==> src/pkg/sacp_pkg.sv <==
// Shared constants and carrier types for the SAR converter controller
package sacp_pkg;
	// Register indices; bus byte address is four times the index
	localparam logic [15:0] IDX_RESULT = 16'hff08;
	localparam logic [15:0] IDX_MODE = 16'hff28;
	localparam logic [15:0] IDX_CHAN = 16'hff29;
	localparam logic [15:0] IDX_PFMODE = 16'hff2a;
	localparam logic [15:0] IDX_THRESH = 16'hff2b;
	localparam int MODE_RUN_BIT = 7;
	localparam int MODE_TSEL_LSB = 3;
	localparam int MODE_REF_BIT = 0;
	localparam int PF_EN_BIT = 7;
	localparam int PF_DIR_BIT = 6;
	localparam int RES_W = 10;
	localparam int PAD_W = 6;
	localparam int NCHAN = 8;
	localparam logic [7:0] RESET_BYTE = 8'h00;
	// Conversion lengths in clock periods per time code
	localparam logic [8:0] LEN_C0 = 9'h120;
	localparam logic [8:0] LEN_C1 = 9'h0f0;
	localparam logic [8:0] LEN_C2 = 9'h0c0;
	localparam logic [8:0] LEN_C4 = 9'h090;
	localparam logic [8:0] LEN_C5 = 9'h078;
	localparam logic [8:0] LEN_C6 = 9'h060;
	// Two sampling steps plus ten bit decisions
	localparam logic [8:0] STEPS_PER_CONV = 9'h00c;
	localparam logic [3:0] SAMPLE_STEPS = 4'h2;
	localparam logic [3:0] PHASE_LAST = 4'hb;
	localparam logic [9:0] MSB_TRIAL = 10'h200;

	typedef struct packed {
		logic run;
		logic [2:0] tsel;
		logic ref_en;
	} sacp_mode_t;

	typedef struct packed {
		logic en;
		logic dir;
	} sacp_pf_t;

	// Controls toward sample-and-hold and resistor-string tap
	typedef struct packed {
		logic sample;
		logic hold;
		logic [9:0] dac_code;
	} sacp_afe_t;

	typedef enum logic [1:0] {st_stop, st_wait, st_run} sacp_conv_state_t;

	function automatic logic [8:0] sacp_conv_len(input logic [2:0] code);
		unique case (code)
			3'h0: sacp_conv_len = LEN_C0;
			3'h1: sacp_conv_len = LEN_C1;
			3'h2: sacp_conv_len = LEN_C2;
			3'h4: sacp_conv_len = LEN_C4;
			3'h5: sacp_conv_len = LEN_C5;
			3'h6: sacp_conv_len = LEN_C6;
			// Prohibited codes fall back to the slowest setting
			default: sacp_conv_len = LEN_C0;
		endcase
	endfunction : sacp_conv_len
endpackage : sacp_pkg

==> src/rtl/sacp_sar_seq.sv <==
// Successive-approximation sequencer: sampling, ten decisions, done pulse
`timescale 1ns/1ns
`default_nettype none
module sacp_sar_seq (
	input wire logic core_clk, // Converter clock
	input wire logic rst, // Async reset, active high
	input wire logic run, // Conversion enabled
	input wire logic restart, // Abort current conversion
	input wire logic [2:0] tsel, // Conversion time code
	input wire logic comp_ge, // Comparator: input at or above tap
	output sacp_pkg::sacp_afe_t afe, // Sample/hold and tap code
	output logic [9:0] result_now, // Final code, valid with done
	output logic done // Last decision cycle
);
	typedef enum logic [1:0] {sq_idle, sq_sample, sq_convert} sacp_seq_t;
	sacp_seq_t seq_reg;
	logic [3:0] phase_reg;
	logic [4:0] step_cnt_reg;
	logic [9:0] sar_reg;
	logic [8:0] conv_len;
	wire logic [4:0] step_len;
	wire logic step_last;
	wire logic [3:0] bit_idx;
	wire logic active;

	assign conv_len = sacp_pkg::sacp_conv_len(tsel);
	assign step_len = 5'(conv_len / sacp_pkg::STEPS_PER_CONV);
	assign step_last = step_cnt_reg == step_len - 5'h1;
	assign bit_idx = sacp_pkg::PHASE_LAST - phase_reg;
	assign active = seq_reg != sq_idle;
	assign done = seq_reg == sq_convert && phase_reg == sacp_pkg::PHASE_LAST && step_last;
	assign result_now = sar_reg | {9'h000, comp_ge};
	assign afe.sample = seq_reg == sq_sample;
	assign afe.hold = seq_reg == sq_convert;
	assign afe.dac_code = afe.hold ? (sar_reg | (10'h001 << bit_idx)) : 10'h000;

	always_ff @(posedge core_clk or posedge rst) begin
		if (rst) begin
			seq_reg <= sq_idle;
			phase_reg <= 4'h0;
			step_cnt_reg <= 5'h00;
			sar_reg <= 10'h000;
		end else if (!run || restart || !active) begin
			// Restart always passes through idle for a clean sample
			seq_reg <= (run && !restart) ? sq_sample : sq_idle;
			phase_reg <= 4'h0;
			step_cnt_reg <= 5'h00;
			sar_reg <= 10'h000;
		end else if (!step_last) begin
			step_cnt_reg <= step_cnt_reg + 5'h01;
		end else begin
			step_cnt_reg <= 5'h00;
			if (done) begin
				seq_reg <= sq_sample;
				phase_reg <= 4'h0;
				sar_reg <= 10'h000;
			end else begin
				phase_reg <= phase_reg + 4'h1;
				if (phase_reg == sacp_pkg::SAMPLE_STEPS - 4'h1)
					seq_reg <= sq_convert;
				if (seq_reg == sq_convert)
					sar_reg[bit_idx] <= comp_ge;
			end
		end
	end

	// Helper: cycles since the current sample phase began
	logic [8:0] cyc_reg;
	always_ff @(posedge core_clk or posedge rst) begin
		if (rst)
			cyc_reg <= 9'h000;
		else
			cyc_reg <= (!active || done || restart || !run) ? 9'h000 : cyc_reg + 9'h001;
	end

	chk_conv_length: assert property (@(posedge core_clk) disable iff (rst)
		done |-> cyc_reg == conv_len - 9'h001)
		else $error("conversion length differs from selected time code");
	chk_msb_first: assert property (@(posedge core_clk) disable iff (rst)
		$rose(afe.hold) |-> afe.dac_code == sacp_pkg::MSB_TRIAL)
		else $error("first trial is not the MSB");
	chk_hold_through: assert property (@(posedge core_clk) disable iff (rst)
		afe.hold && !done && run && !restart |=> afe.hold && !afe.sample)
		else $error("hold released before conversion end");
	chk_back_to_back: assert property (@(posedge core_clk) disable iff (rst)
		done && run && !restart |=> afe.sample)
		else $error("no new sample after completed conversion");
endmodule : sacp_sar_seq
`default_nettype wire

==> src/rtl/sacp_adc_ctrl.sv <==
// APB-controlled SAR converter controller with power-fail comparison
`timescale 1ns/1ns
`default_nettype none
// Notes on behaviour
// - Only selected input routed; others stay port pins
// - Sample at start, hold until conversion ends
// - Decide one bit per step, MSB first
// - Copy final code to result every conversion
// - Result left-aligned, low six bits zero
// - Interrupt every conversion; with power-fail on, only when comparison holds
// - Mode register resets to zero, byte writable
// - Run bit stops or enables conversion
// - Time code selects conversion length in clocks
// - Bit zero switches boost reference on
// - Run and reference bits give converter state
// - Mode register write inserts a wait cycle
// - Channel field picks input in binary order
// - Compare upper eight bits, direction selects sense
// - Convert back to back while run set
// - Control register write aborts and restarts conversion
module sacp_adc_ctrl (
	input wire logic core_clk, // Converter clock
	input wire logic rst, // Async reset, active high
	input wire logic psel, // APB select
	input wire logic penable, // APB enable
	input wire logic pwrite, // APB direction
	input wire logic [31:0] paddr, // APB byte address
	input wire logic [31:0] pwdata, // APB write data
	input wire logic [3:0] pstrb, // APB byte strobes
	output logic [31:0] prdata, // APB read data
	output logic pready, // APB ready
	output logic pslverr, // APB error, unmapped address
	input wire logic comp_ge, // Comparator decision
	output sacp_pkg::sacp_afe_t afe, // Sample/hold and tap code
	output logic [7:0] route_en, // Analog switch per input
	output logic [7:0] port_in_en, // Digital input buffer per pin
	output logic [2:0] route_sel, // Selected input number
	output logic ref_boost_enable, // Boost reference generator on
	output sacp_pkg::sacp_conv_state_t conv_state, // Stop, waiting or converting
	output logic conv_done_irq // Conversion-done interrupt pulse
);
	sacp_pkg::sacp_mode_t converter_mode_reg;
	logic [2:0] channel_select_reg;
	sacp_pkg::sacp_pf_t powerfail_mode_reg;
	logic [7:0] powerfail_threshold_reg;
	logic [9:0] conv_result_reg;
	logic [31:0] prdata_reg;
	logic wait_done_reg;
	logic conv_done_irq_reg;

	wire logic [15:0] idx;
	wire logic addr_ok;
	wire logic sel_mode;
	wire logic sel_chan;
	wire logic sel_pf;
	wire logic sel_thr;
	wire logic sel_res;
	wire logic mapped;
	wire logic access;
	wire logic wr_wait_sel;
	wire logic wait_req;
	wire logic wr_fire;
	wire logic restart;
	wire logic we_mode;
	wire logic we_chan;
	wire logic we_pf;
	wire logic we_thr;
	wire logic [9:0] result_now;
	wire logic done;
	wire logic thr_ge;
	wire logic irq_cond;
	logic [31:0] rd_mux;

	// Address decode
	assign idx = paddr[17:2];
	assign addr_ok = paddr[31:18] == 14'h0000 && paddr[1:0] == 2'h0;
	assign sel_mode = addr_ok && idx == sacp_pkg::IDX_MODE;
	assign sel_chan = addr_ok && idx == sacp_pkg::IDX_CHAN;
	assign sel_pf = addr_ok && idx == sacp_pkg::IDX_PFMODE;
	assign sel_thr = addr_ok && idx == sacp_pkg::IDX_THRESH;
	assign sel_res = addr_ok && idx == sacp_pkg::IDX_RESULT;
	assign mapped = sel_mode | sel_chan | sel_pf | sel_thr | sel_res;
	assign access = psel && penable;
	assign wr_wait_sel = sel_mode | sel_chan | sel_pf | sel_thr;

	// Writes to control registers and result reads cost one wait state
	assign wait_req = access && (pwrite ? wr_wait_sel : sel_res);
	assign pready = !wait_req || wait_done_reg;
	assign pslverr = access && !mapped;
	assign prdata = prdata_reg;
	// Byte lane 0 carries every 8-bit register
	assign wr_fire = access && pready && pwrite && pstrb[0] && mapped;
	assign restart = wr_fire && wr_wait_sel;
	assign we_mode = wr_fire && sel_mode;
	assign we_chan = wr_fire && sel_chan;
	assign we_pf = wr_fire && sel_pf;
	assign we_thr = wr_fire && sel_thr;

	always_comb begin
		rd_mux = 32'h0000_0000;
		if (sel_mode) begin
			rd_mux[sacp_pkg::MODE_RUN_BIT] = converter_mode_reg.run;
			rd_mux[sacp_pkg::MODE_TSEL_LSB +: 3] = converter_mode_reg.tsel;
			rd_mux[sacp_pkg::MODE_REF_BIT] = converter_mode_reg.ref_en;
		end else if (sel_chan) begin
			rd_mux[2:0] = channel_select_reg;
		end else if (sel_pf) begin
			rd_mux[sacp_pkg::PF_EN_BIT] = powerfail_mode_reg.en;
			rd_mux[sacp_pkg::PF_DIR_BIT] = powerfail_mode_reg.dir;
		end else if (sel_thr) begin
			rd_mux[7:0] = powerfail_threshold_reg;
		end else if (sel_res) begin
			rd_mux[15:0] = {conv_result_reg, {sacp_pkg::PAD_W{1'b0}}};
		end
	end

	always_ff @(posedge core_clk or posedge rst) begin
		if (rst) begin
			prdata_reg <= 32'h0000_0000;
			wait_done_reg <= 1'b0;
		end else begin
			if (psel && !penable)
				prdata_reg <= rd_mux;
			wait_done_reg <= access && !pready;
		end
	end

	// Control registers
	always_ff @(posedge core_clk or posedge rst) begin
		if (rst) begin
			converter_mode_reg <= '0;
		end else if (we_mode) begin
			converter_mode_reg.run <= pwdata[sacp_pkg::MODE_RUN_BIT];
			converter_mode_reg.tsel <= pwdata[sacp_pkg::MODE_TSEL_LSB +: 3];
			converter_mode_reg.ref_en <= pwdata[sacp_pkg::MODE_REF_BIT];
		end
	end

	always_ff @(posedge core_clk or posedge rst) begin
		if (rst)
			channel_select_reg <= 3'h0;
		else if (we_chan)
			channel_select_reg <= pwdata[2:0];
	end

	always_ff @(posedge core_clk or posedge rst) begin
		if (rst) begin
			powerfail_mode_reg <= '0;
		end else if (we_pf) begin
			powerfail_mode_reg.en <= pwdata[sacp_pkg::PF_EN_BIT];
			powerfail_mode_reg.dir <= pwdata[sacp_pkg::PF_DIR_BIT];
		end
	end

	always_ff @(posedge core_clk or posedge rst) begin
		if (rst)
			powerfail_threshold_reg <= sacp_pkg::RESET_BYTE;
		else if (we_thr)
			powerfail_threshold_reg <= pwdata[7:0];
	end

	sacp_sar_seq u_seq (
		.core_clk(core_clk),
		.rst(rst),
		.run(converter_mode_reg.run),
		.restart(restart),
		.tsel(converter_mode_reg.tsel),
		.comp_ge(comp_ge),
		.afe(afe),
		.result_now(result_now),
		.done(done)
	);

	// Power-fail comparison on the fresh result's upper byte
	assign thr_ge = result_now[9:2] >= powerfail_threshold_reg;
	assign irq_cond = !powerfail_mode_reg.en || (powerfail_mode_reg.dir ? !thr_ge : thr_ge);

	always_ff @(posedge core_clk or posedge rst) begin
		if (rst) begin
			conv_result_reg <= 10'h000;
			conv_done_irq_reg <= 1'b0;
		end else begin
			if (done)
				conv_result_reg <= result_now;
			conv_done_irq_reg <= done && irq_cond;
		end
	end
	assign conv_done_irq = conv_done_irq_reg;

	// Input routing: the analog switch closes only on the selected pin
	assign route_sel = channel_select_reg;
	genvar ch;
	generate
		for (ch = 0; ch < sacp_pkg::NCHAN; ch++) begin : g_route
			assign route_en[ch] = converter_mode_reg.run && channel_select_reg == 3'(ch);
			assign port_in_en[ch] = !route_en[ch];
		end
	endgenerate

	assign ref_boost_enable = converter_mode_reg.ref_en;
	assign conv_state = converter_mode_reg.run ? sacp_pkg::st_run :
		(converter_mode_reg.ref_en ? sacp_pkg::st_wait : sacp_pkg::st_stop);

	chk_route_onehot: assert property (@(posedge core_clk) disable iff (rst)
		$onehot0(route_en) && (port_in_en == ~route_en))
		else $error("more than one input routed");
	chk_chan_route: assert property (@(posedge core_clk) disable iff (rst)
		converter_mode_reg.run |-> route_en == (8'h01 << channel_select_reg))
		else $error("routed input does not match channel field");
	chk_result_copy: assert property (@(posedge core_clk) disable iff (rst)
		done |=> conv_result_reg == $past(result_now))
		else $error("result not transferred at conversion end");
	chk_result_pad: assert property (@(posedge core_clk) disable iff (rst)
		access && !pwrite && sel_res && pready |-> prdata[5:0] == 6'h00 &&
		prdata[15:6] == $past(conv_result_reg, 2))
		else $error("result read not left aligned");
	chk_irq_cond: assert property (@(posedge core_clk) disable iff (rst)
		conv_done_irq |-> $past(done) && (!$past(powerfail_mode_reg.en) ||
		($past(powerfail_mode_reg.dir) != ($past(result_now[9:2]) >= $past(powerfail_threshold_reg)))))
		else $error("interrupt raised without matching comparison");
	chk_irq_plain: assert property (@(posedge core_clk) disable iff (rst)
		done && !powerfail_mode_reg.en |=> conv_done_irq)
		else $error("interrupt missing in plain conversion mode");
	chk_mode_reset: assert property (@(posedge core_clk)
		$fell(rst) |-> converter_mode_reg == '0)
		else $error("mode register not cleared by reset");
	chk_run_stop: assert property (@(posedge core_clk) disable iff (rst)
		!converter_mode_reg.run |=> !afe.sample && !afe.hold)
		else $error("converter active with run bit clear");
	chk_mode_wait: assert property (@(posedge core_clk) disable iff (rst)
		psel && !penable && pwrite && sel_mode ##1 access |-> !pready ##1 pready)
		else $error("mode write without exactly one wait cycle");
	chk_abort_restart: assert property (@(posedge core_clk) disable iff (rst)
		restart |=> !afe.sample && !afe.hold ##1 (afe.sample == converter_mode_reg.run))
		else $error("write did not abort and restart conversion");
	chk_state_map: assert property (@(posedge core_clk) disable iff (rst)
		(conv_state == sacp_pkg::st_wait) |-> ref_boost_enable && !afe.sample && !afe.hold)
		else $error("waiting state while converting");

	// Register write effects
	chk_run_write: assert property (@(posedge core_clk) disable iff (rst)
		we_mode |=> converter_mode_reg.run == $past(pwdata[sacp_pkg::MODE_RUN_BIT]))
		else $error("run bit does not follow mode write");
	chk_tsel_write: assert property (@(posedge core_clk) disable iff (rst)
		we_mode |=> converter_mode_reg.tsel ==
		$past(pwdata[sacp_pkg::MODE_TSEL_LSB +: 3]))
		else $error("time code does not follow mode write");
	chk_ref_write: assert property (@(posedge core_clk) disable iff (rst)
		we_mode |=> ref_boost_enable == $past(pwdata[sacp_pkg::MODE_REF_BIT]))
		else $error("boost reference does not follow bit zero");
	chk_mode_hold: assert property (@(posedge core_clk) disable iff (rst)
		!we_mode |=> $stable(converter_mode_reg))
		else $error("mode register changed without a mode write");
	chk_chan_write: assert property (@(posedge core_clk) disable iff (rst)
		we_chan |=> channel_select_reg == $past(pwdata[2:0]))
		else $error("channel field does not follow write");
	chk_pf_write: assert property (@(posedge core_clk) disable iff (rst)
		we_pf |=> powerfail_mode_reg.en == $past(pwdata[sacp_pkg::PF_EN_BIT]) &&
		powerfail_mode_reg.dir == $past(pwdata[sacp_pkg::PF_DIR_BIT]))
		else $error("power-fail mode does not follow write");
	chk_thr_write: assert property (@(posedge core_clk) disable iff (rst)
		we_thr |=> powerfail_threshold_reg == $past(pwdata[7:0]))
		else $error("threshold does not follow write");
	chk_fixed_wait: assert property (@(posedge core_clk) disable iff (rst)
		psel && !penable && pwrite && (sel_chan || sel_pf || sel_thr) ##1 access |->
		!pready ##1 pready)
		else $error("control write without exactly one wait cycle");

	// Conversion and interrupt checks
	chk_abort_other: assert property (@(posedge core_clk) disable iff (rst)
		(we_chan || we_pf || we_thr) |=> !afe.sample && !afe.hold)
		else $error("register write did not abort conversion");
	chk_sample_first: assert property (@(posedge core_clk) disable iff (rst)
		$rose(afe.hold) |-> $past(afe.sample))
		else $error("hold entered without a sample phase");
	chk_lsb_last: assert property (@(posedge core_clk) disable iff (rst)
		done |-> afe.hold && afe.dac_code[0])
		else $error("conversion did not end on the LSB trial");
	chk_result_hold: assert property (@(posedge core_clk) disable iff (rst)
		!done |=> $stable(conv_result_reg))
		else $error("result changed outside conversion end");
	chk_irq_pulse: assert property (@(posedge core_clk) disable iff (rst)
		conv_done_irq |=> !conv_done_irq)
		else $error("interrupt longer than one cycle");
	chk_pf_ge: assert property (@(posedge core_clk) disable iff (rst)
		done && powerfail_mode_reg.en && !powerfail_mode_reg.dir &&
		result_now[9:2] >= powerfail_threshold_reg |=> conv_done_irq)
		else $error("interrupt missing at or above threshold");
	chk_pf_lt: assert property (@(posedge core_clk) disable iff (rst)
		done && powerfail_mode_reg.en && powerfail_mode_reg.dir &&
		result_now[9:2] < powerfail_threshold_reg |=> conv_done_irq)
		else $error("interrupt missing below threshold");

	// State and routing checks
	chk_route_idle: assert property (@(posedge core_clk) disable iff (rst)
		!converter_mode_reg.run |-> route_en == 8'h00 && port_in_en == 8'hff)
		else $error("input routed while conversion stopped");
	chk_state_stop: assert property (@(posedge core_clk) disable iff (rst)
		!converter_mode_reg.run && !converter_mode_reg.ref_en |->
		conv_state == sacp_pkg::st_stop && !ref_boost_enable)
		else $error("stop state not shown with both bits clear");
	chk_state_run: assert property (@(posedge core_clk) disable iff (rst)
		converter_mode_reg.run |-> conv_state == sacp_pkg::st_run)
		else $error("conversion state not shown with run set");
endmodule : sacp_adc_ctrl
`default_nettype wire

==> config.mk <==
export PLATFORM = sky130hd
export DESIGN_NAME = sacp_adc_ctrl
export DESIGN_NICKNAME = d
export VERILOG_FILES = /design/src/pkg/sacp_pkg.sv /design/src/rtl/sacp_sar_seq.sv /design/src/rtl/sacp_adc_ctrl.sv
export SDC_FILE = /design/constraint.sdc
export NUM_CORES = 1
export LEC_CHECK = 0
export ABC_CLOCK_PERIOD_IN_PS = 5800
export BUFFER_PORTS_ARGS = -buffer_cell sky130_fd_sc_hd__clkbuf_2
export CORE_MARGIN = 2
export CORE_UTILIZATION = 35
export CTS_BUF_LIST = sky130_fd_sc_hd__clkbuf_4 sky130_fd_sc_hd__clkbuf_8 sky130_fd_sc_hd__clkbuf_16
export CTS_CLUSTER_DIAMETER = 100
export DETAILED_ROUTE_END_ITERATION = 10
export SLEW_MARGIN = 20
export SYNTH_ARGS = -nofsm -noshare
export SYNTH_HDL_FRONTEND = slang
export SYNTH_HIERARCHICAL = 1
export SYNTH_SLANG_ARGS = --single-unit
==> constraint.sdc <==
create_clock -name core_clk -period 5.8 [get_ports core_clk]
set_clock_uncertainty 0.05 [all_clocks]
set_input_delay 0.29 -clock core_clk [delete_from_list [all_inputs] [get_ports core_clk]]
set_output_delay 0.29 -clock core_clk [all_outputs]
set_load 0.05 [all_outputs]
# [After elaboration in Yosys (flattened, before gate mapping)]
# Index checks and enable logic that the tools add are counted.
[word_totals] reg_bits=67 elab_cells=156 inputBits=74
[classes] n_bitwise=6 addsub=4 shifts=1 div_mod_pow=1 n_lt_le_gt_ge=3 n_reduce_logical=63 muxes=41 n_eq_ne=22
[ops] cell="16-bit == test, second input constant" count=5
[ops] cell="16-bit 2-to-1 mux" count=5
[ops] cell="10-bit 2-to-1 mux" count=5
[ops] cell="9-bit case mux with 5 select lines" count=1
[ops] cell="1-bit logical AND" count=33
[ops] cell="8-bit 2-to-1 mux" count=4
[ops] cell="3-bit == test, second input constant" count=7
[ops] cell="1-bit logical NOT" count=17
[ops] cell="14-bit logical NOT" count=1
[ops] cell="2-bit 2-to-1 mux" count=7
[ops] cell="13-bit 2-to-1 mux" count=1
[ops] cell="4-bit 2-to-1 mux" count=3
[ops] cell="10-bit bitwise mux" count=1
[ops] cell="5-bit 2-to-1 mux" count=2
[ops] cell="10-bit by 1-bit OR with 10-bit output" count=1
[ops] cell="10-bit OR" count=1
[ops] cell="1-bit by 4-bit left shift with 10-bit output, first input constant" count=1
[ops] cell="9-bit by 4-bit divider with 9-bit output, second input constant" count=1
[ops] cell="3-bit by 2-bit == test with 1-bit output, second input constant" count=3
[ops] cell="8-bit >= comparator" count=1
[ops] cell="1-bit 2-to-1 mux" count=8
[ops] cell="3-bit by 1-bit == test with 1-bit output, second input constant" count=2
[ops] cell="3-bit 2-to-1 mux" count=2
[ops] cell="6-bit 2-to-1 mux" count=1
[ops] cell="19 further kinds" count=28

# [Longest topological paths before layout]
[depth] word_depth=19 depth_mapped=26 mapped_depth_nobuf=24

# [Cells and area by module]
# Netlist, hierarchy kept.
[modules_own_cells] module="sacp_adc_ctrl" cells_per_inst=235 area_per_inst_um2=2522.4 n_inst=1 seq_area_each_um2=1151.1
[modules_own_cells] module="sacp_sar_seq" cells_per_inst=283 area_per_inst_um2=2177.1 n_inst=1 seq_area_each_um2=525.5

# [Worst setup path after synthesis]
# Ideal clock, no wire load.
[synth_path] path_kind="register to register" startpoint="register, netlist name converter_mode_reg[1]" endpoint="register conv_result_reg[0]" setup_slack_ps=447 t_arrival_ps=5178 path_stages_with_launch=25 setup_time_ps=125 required_time_ps=5625 cell_sequence="dfrtp_1 > inv_1 > ha_1 > clkbuf_1 > nor2b_1 > o21a_1 > a211oi_1 > nor2_1 > ha_1 > inv_1 > o31ai_1 > nor2_1 > a221o_1 > o31a_1 > and2_1 > ha_1 > xnor2_1 > a21oi_1 > nand3_1 > or2_2 > clkbuf_1 > or3_1 > nor2_1 > clkbuf_1 > mux2_2"
[synth_via] elab_chain_len=6 elab_cells_between_ends=10 cone_classes="1 x add/sub; 1 x div; 6 x eq/ne; 1 x mux; 1 x reduce/logical"
[synth_rtl] item="3-bit == test (tied with other cells)" line_no="sacp_pkg.sv:52" source="unique case (code)"
[synth_rtl] item="9-bit case mux with 5 select lines *" line_no="sacp_pkg.sv:52"
[synth_rtl] item="9-bit by 4-bit divider with 9-bit output *" line_no="sacp_sar_seq.sv:27" source="assign step_len = 5'(conv_len / sacp_pkg::STEPS_PER_CONV);"
[synth_rtl] item="5-bit by 1-bit subtractor with 5-bit output *" line_no="sacp_sar_seq.sv:28" source="assign step_last = step_cnt_reg == step_len - 5'h1;"
[synth_rtl] item="5-bit == test *" line_no="sacp_sar_seq.sv:28"
[synth_rtl] item="1-bit logical AND *" line_no="sacp_sar_seq.sv:31" source="assign done = seq_reg == sq_convert && phase_reg == sacp_pkg::PHASE_LAST && step_last;"
[synth_rtl] item="net done" line_no="sacp_adc_ctrl.sv:69" source="wire logic done;"
[synth_rtl] item="end signal, assigned" line_no="sacp_adc_ctrl.sv:184" source="conv_result_reg <= result_now;"
[synth_rtl] item="end, declared" line_no="sacp_adc_ctrl.sv:46" source="logic [9:0] conv_result_reg;"
# Mark *: on every way through the listed nets, which the timed path passes. The rest lies on a longest branch.
# A chain may end at the register's enable or synchronous reset.

# [Worst setup path in the final report]
[layout_path] startpoint="register, netlist name converter_mode_reg[1]" endpoint="register conv_done_irq_reg, in the netlist conv_done_irq"
[layout_via] elab_chain_len=7 elab_cells_between_ends=11 cone_classes="1 x add/sub; 1 x div; 6 x eq/ne; 1 x mux; 2 x reduce/logical"
[layout_rtl] item="3-bit == test (tied with other cells)" line_no="sacp_pkg.sv:52"
[layout_rtl] item="9-bit case mux with 5 select lines *" line_no="sacp_pkg.sv:52"
[layout_rtl] item="9-bit by 4-bit divider with 9-bit output *" line_no="sacp_sar_seq.sv:27"
[layout_rtl] item="5-bit by 1-bit subtractor with 5-bit output *" line_no="sacp_sar_seq.sv:28"
[layout_rtl] item="5-bit == test *" line_no="sacp_sar_seq.sv:28"
[layout_rtl] item="1-bit logical AND *" line_no="sacp_sar_seq.sv:31"
[layout_rtl] item="net done" line_no="sacp_adc_ctrl.sv:69"
[layout_rtl] item="1-bit logical AND *" line_no="sacp_adc_ctrl.sv:185" source="conv_done_irq_reg <= done && irq_cond;"
[layout_rtl] item="end signal, assigned" line_no="sacp_adc_ctrl.sv:185"
[layout_rtl] item="end, declared" line_no="sacp_adc_ctrl.sv:49" source="logic conv_done_irq_reg;"
# Marks and branches as above.

==> metrics.txt <==
Seq cells post-synth=67; commonest non-fill, non-tap cells in the layout=clkbuf_2 (99), dfrtp_1 (67), nand2_1 (46), inv_1 (40), nor2_1 (30); FF-to-FF Start=converter_mode_reg[1]; starting DRC count in detailed routing=292; diode count=0; Die Ht=120 um; I/O Pins=143; Final Hold Fails=0; initial core utilization=35.6%; YS warnings=6; die width=120 um; Max Freq=0.187 GHz; routability cong.=0.859; top_reg_cell synth=dfrtp_1; worst vdd rail ir drop=0.0988 mV; PwrDens=204 mW/mm2; Clock Sinks=67; DRC viols=0; R2R cell count=23; DP HPWL=9.47 mm; die area=0.0144 mm2; Overflow after GRT=0; DR vias=4,156; kind of critical path=reg2reg; Seq/Total Area, Yosys=35.7%; vias per cell=5.30; Mean Syn Cell Area=9.07 um2; gr usage total=18.1%; status=complete, no violations; total CTS buffers=9; R2R Setup Slk=0.46 ns; setup TNS=0 ns; Rows=42; async set or reset register ratio after synthesis=100%; largest net degree at the start of global routing=47; Synth Instances=518; final slew viol count=0; Setup Viol. Count Final=0; post-CTS sizing=0; max FFs per register=16; shortest period the worst path allows=5.34 ns; Layout area overhead=18.3%; Syn Std Cell Area=0.00470 mm2; root buffer cell=clkbuf_16; required time of the critical path=5.96 ns; pre-CTS setup slack=0.480 ns; hold_buf cts=0; fill count=1,334; commonest non-fill, non-tap cell in the layout=clkbuf_2; TritonRoute pass-1 iters=5; Final ANT Viol Nets=0; Skew-Pair Late Insertion Delay=0.34 ns; crit end category=flop; WP data arrival=5.50 ns; Final Util=42.1%; Final WS setup=0.461 ns; post-synthesis cell type count=69; Slew @ Worst Pin=0.972 ns; Post-CTS Setup Repair Bufs=0; Wirelength per Cell=15.7 um; unrepaired setup endpoints after global routing=false; CP max FO=13; Worst-path clk slew=0.06 ns; static leakage=2.60 nW; first-pass GRT wire length=20.6 mm; Nets=702; vias in the first global route=4,165; Max Cap Viol=0; Total Wirelength=12.3 mm; Max-slew headroom=35.2%; share of layout cells above drive strength 1=27.6%; period utilization=92.0%; Worst R2R End=conv_done_irq; number of flops mapped to enable cells by yosys=0; H-tree Lvls=3; CTS max path bufs=2; CTS tree=done; IO buf count=99; initial antenna violation count=0; worst min-delay path class=in2async; Core Region=0.0132 mm2; startpoint class of the critical path=flop
[power by group]
group | internal [W] | switching, W
Combinational | 0.0000152 | 0.0000512
Sequential | 0.000468 | 0.00000000000000392
Clock | 0.000380 | 0.000218
Total | 0.000862 | 0.000269
[routing by layer]
layer | global-route usage [%] | share of wire, %
met5 | 0 | 0
met4 | 5.59 | 0.78
met3 | 4.47 | 6.7
met2 | 30.6 | 49
met1 | 22.7 | 44
[Yosys cell counts (3+ instances only)]
library cell,number,share of area (%)
o31ai_1,4,0.64
dfrtp_1,67,36
and3_1,5,0.67
nand2_1,46,3.7
a32oi_1,3,0.56
buf_2,4,0.43
buf_6,3,0.72
a31o_2,3,0.56
nor4_1,9,1.2
o22ai_1,4,0.53
mux2i_1,5,1.1
clkbuf_1,13,1.0
nand3b_1,3,0.48
a21oi_1,28,3.0
a211oi_1,3,0.48
ha_1,25,6.7
o221ai_1,7,1.3
buf_4,26,4.2
or4_1,5,0.80
o21ai_0,20,2.1
and2_1,4,0.53
o21a_1,4,0.64
a21o_1,4,0.64
mux2_2,29,6.9
a22o_1,8,1.5
nand3_1,22,2.3
inv_1,41,3.3
xnor2_1,6,1.1
or2_2,3,0.40
nor2_1,30,2.4
and4_1,3,0.56
or3_1,4,0.53
nor2b_1,12,1.6
nand2b_1,6,0.80
nand4_1,10,1.3
nor3_1,9,0.96
[area by class of cell]
cell class	instances	area, um2	area share, %
Multi-Input combinational cell	379	2630	47.3
Sequential cell	67	1680	30.2
Timing Repair Buffer	105	553	9.95
Clock buffer	9	225	4.05
Tap cell	176	220	3.96
Inverter	41	154	2.77
Clock inverter	7	101	1.82
[metrics by stage]
stage,hold slack [ns],cells,area [um2],power (W)
2_1_floorplan,0.217,533,4760,0.000527
3_3_place_gp,0.422,768,5230,0.000542
3_5_place_dp,0.424,768,5230,0.000543
4_1_cts,0.117,784,5560,0.00115
5_1_grt,0.142,784,5560,0.00118
6_report,0.0877,784,5560,0.00113
[worst max-delay path, stage by stage, from the launching register on]
cell,delay (ns)
dfrtp_1,0.37
inv_1,0.07
ha_1,0.51
nand2b_1,0.20
o32ai_1,0.11
a211oi_1,0.32
nor2_1,0.09
ha_1,0.28
inv_1,0.04
o31ai_1,0.10
nor2_1,0.07
a221o_1,0.33
o31a_1,0.29
and2_1,0.20
ha_1,0.28
xnor2_1,0.12
a21oi_1,0.11
nand3_1,0.13
or2_2,0.32
or3_1,0.39
nor2_1,0.26
buf_12,0.18
nand2_1,0.05
a2111oi_0,0.33
[how the worst max path moves through the flow]
stage	start	end	slack, ns	depth (start not counted)
CTS	converter_mode_reg[1]	conv_done_irq	0.45	23
global placement	converter_mode_reg[1]	conv_done_irq	0.53	23
global route	converter_mode_reg[1]	conv_done_irq	0.06	23
finish	converter_mode_reg[1]	conv_done_irq	0.46	23
floorplan	converter_mode_reg[1]	conv_result_reg[0]	0.45	24
detailed placement	converter_mode_reg[1]	conv_done_irq	0.48	23
[cells by family (layout without fill, tap and decap cells)]
group,Yosys count,after routing,synth area share [%]
AOI/OAI and AO/OA,110,110,17.0
adders and majority gates,25,25,6.66
other,1,16,0.0798
xor gates and xnor gates,8,8,1.49
muxes,34,34,8.01
buffers and inverters,87,162,9.61
and+or+nand+nor,186,186,21.5
DFF,67,67,35.7
No activity file was read; power rests on OpenSTA's default activity.
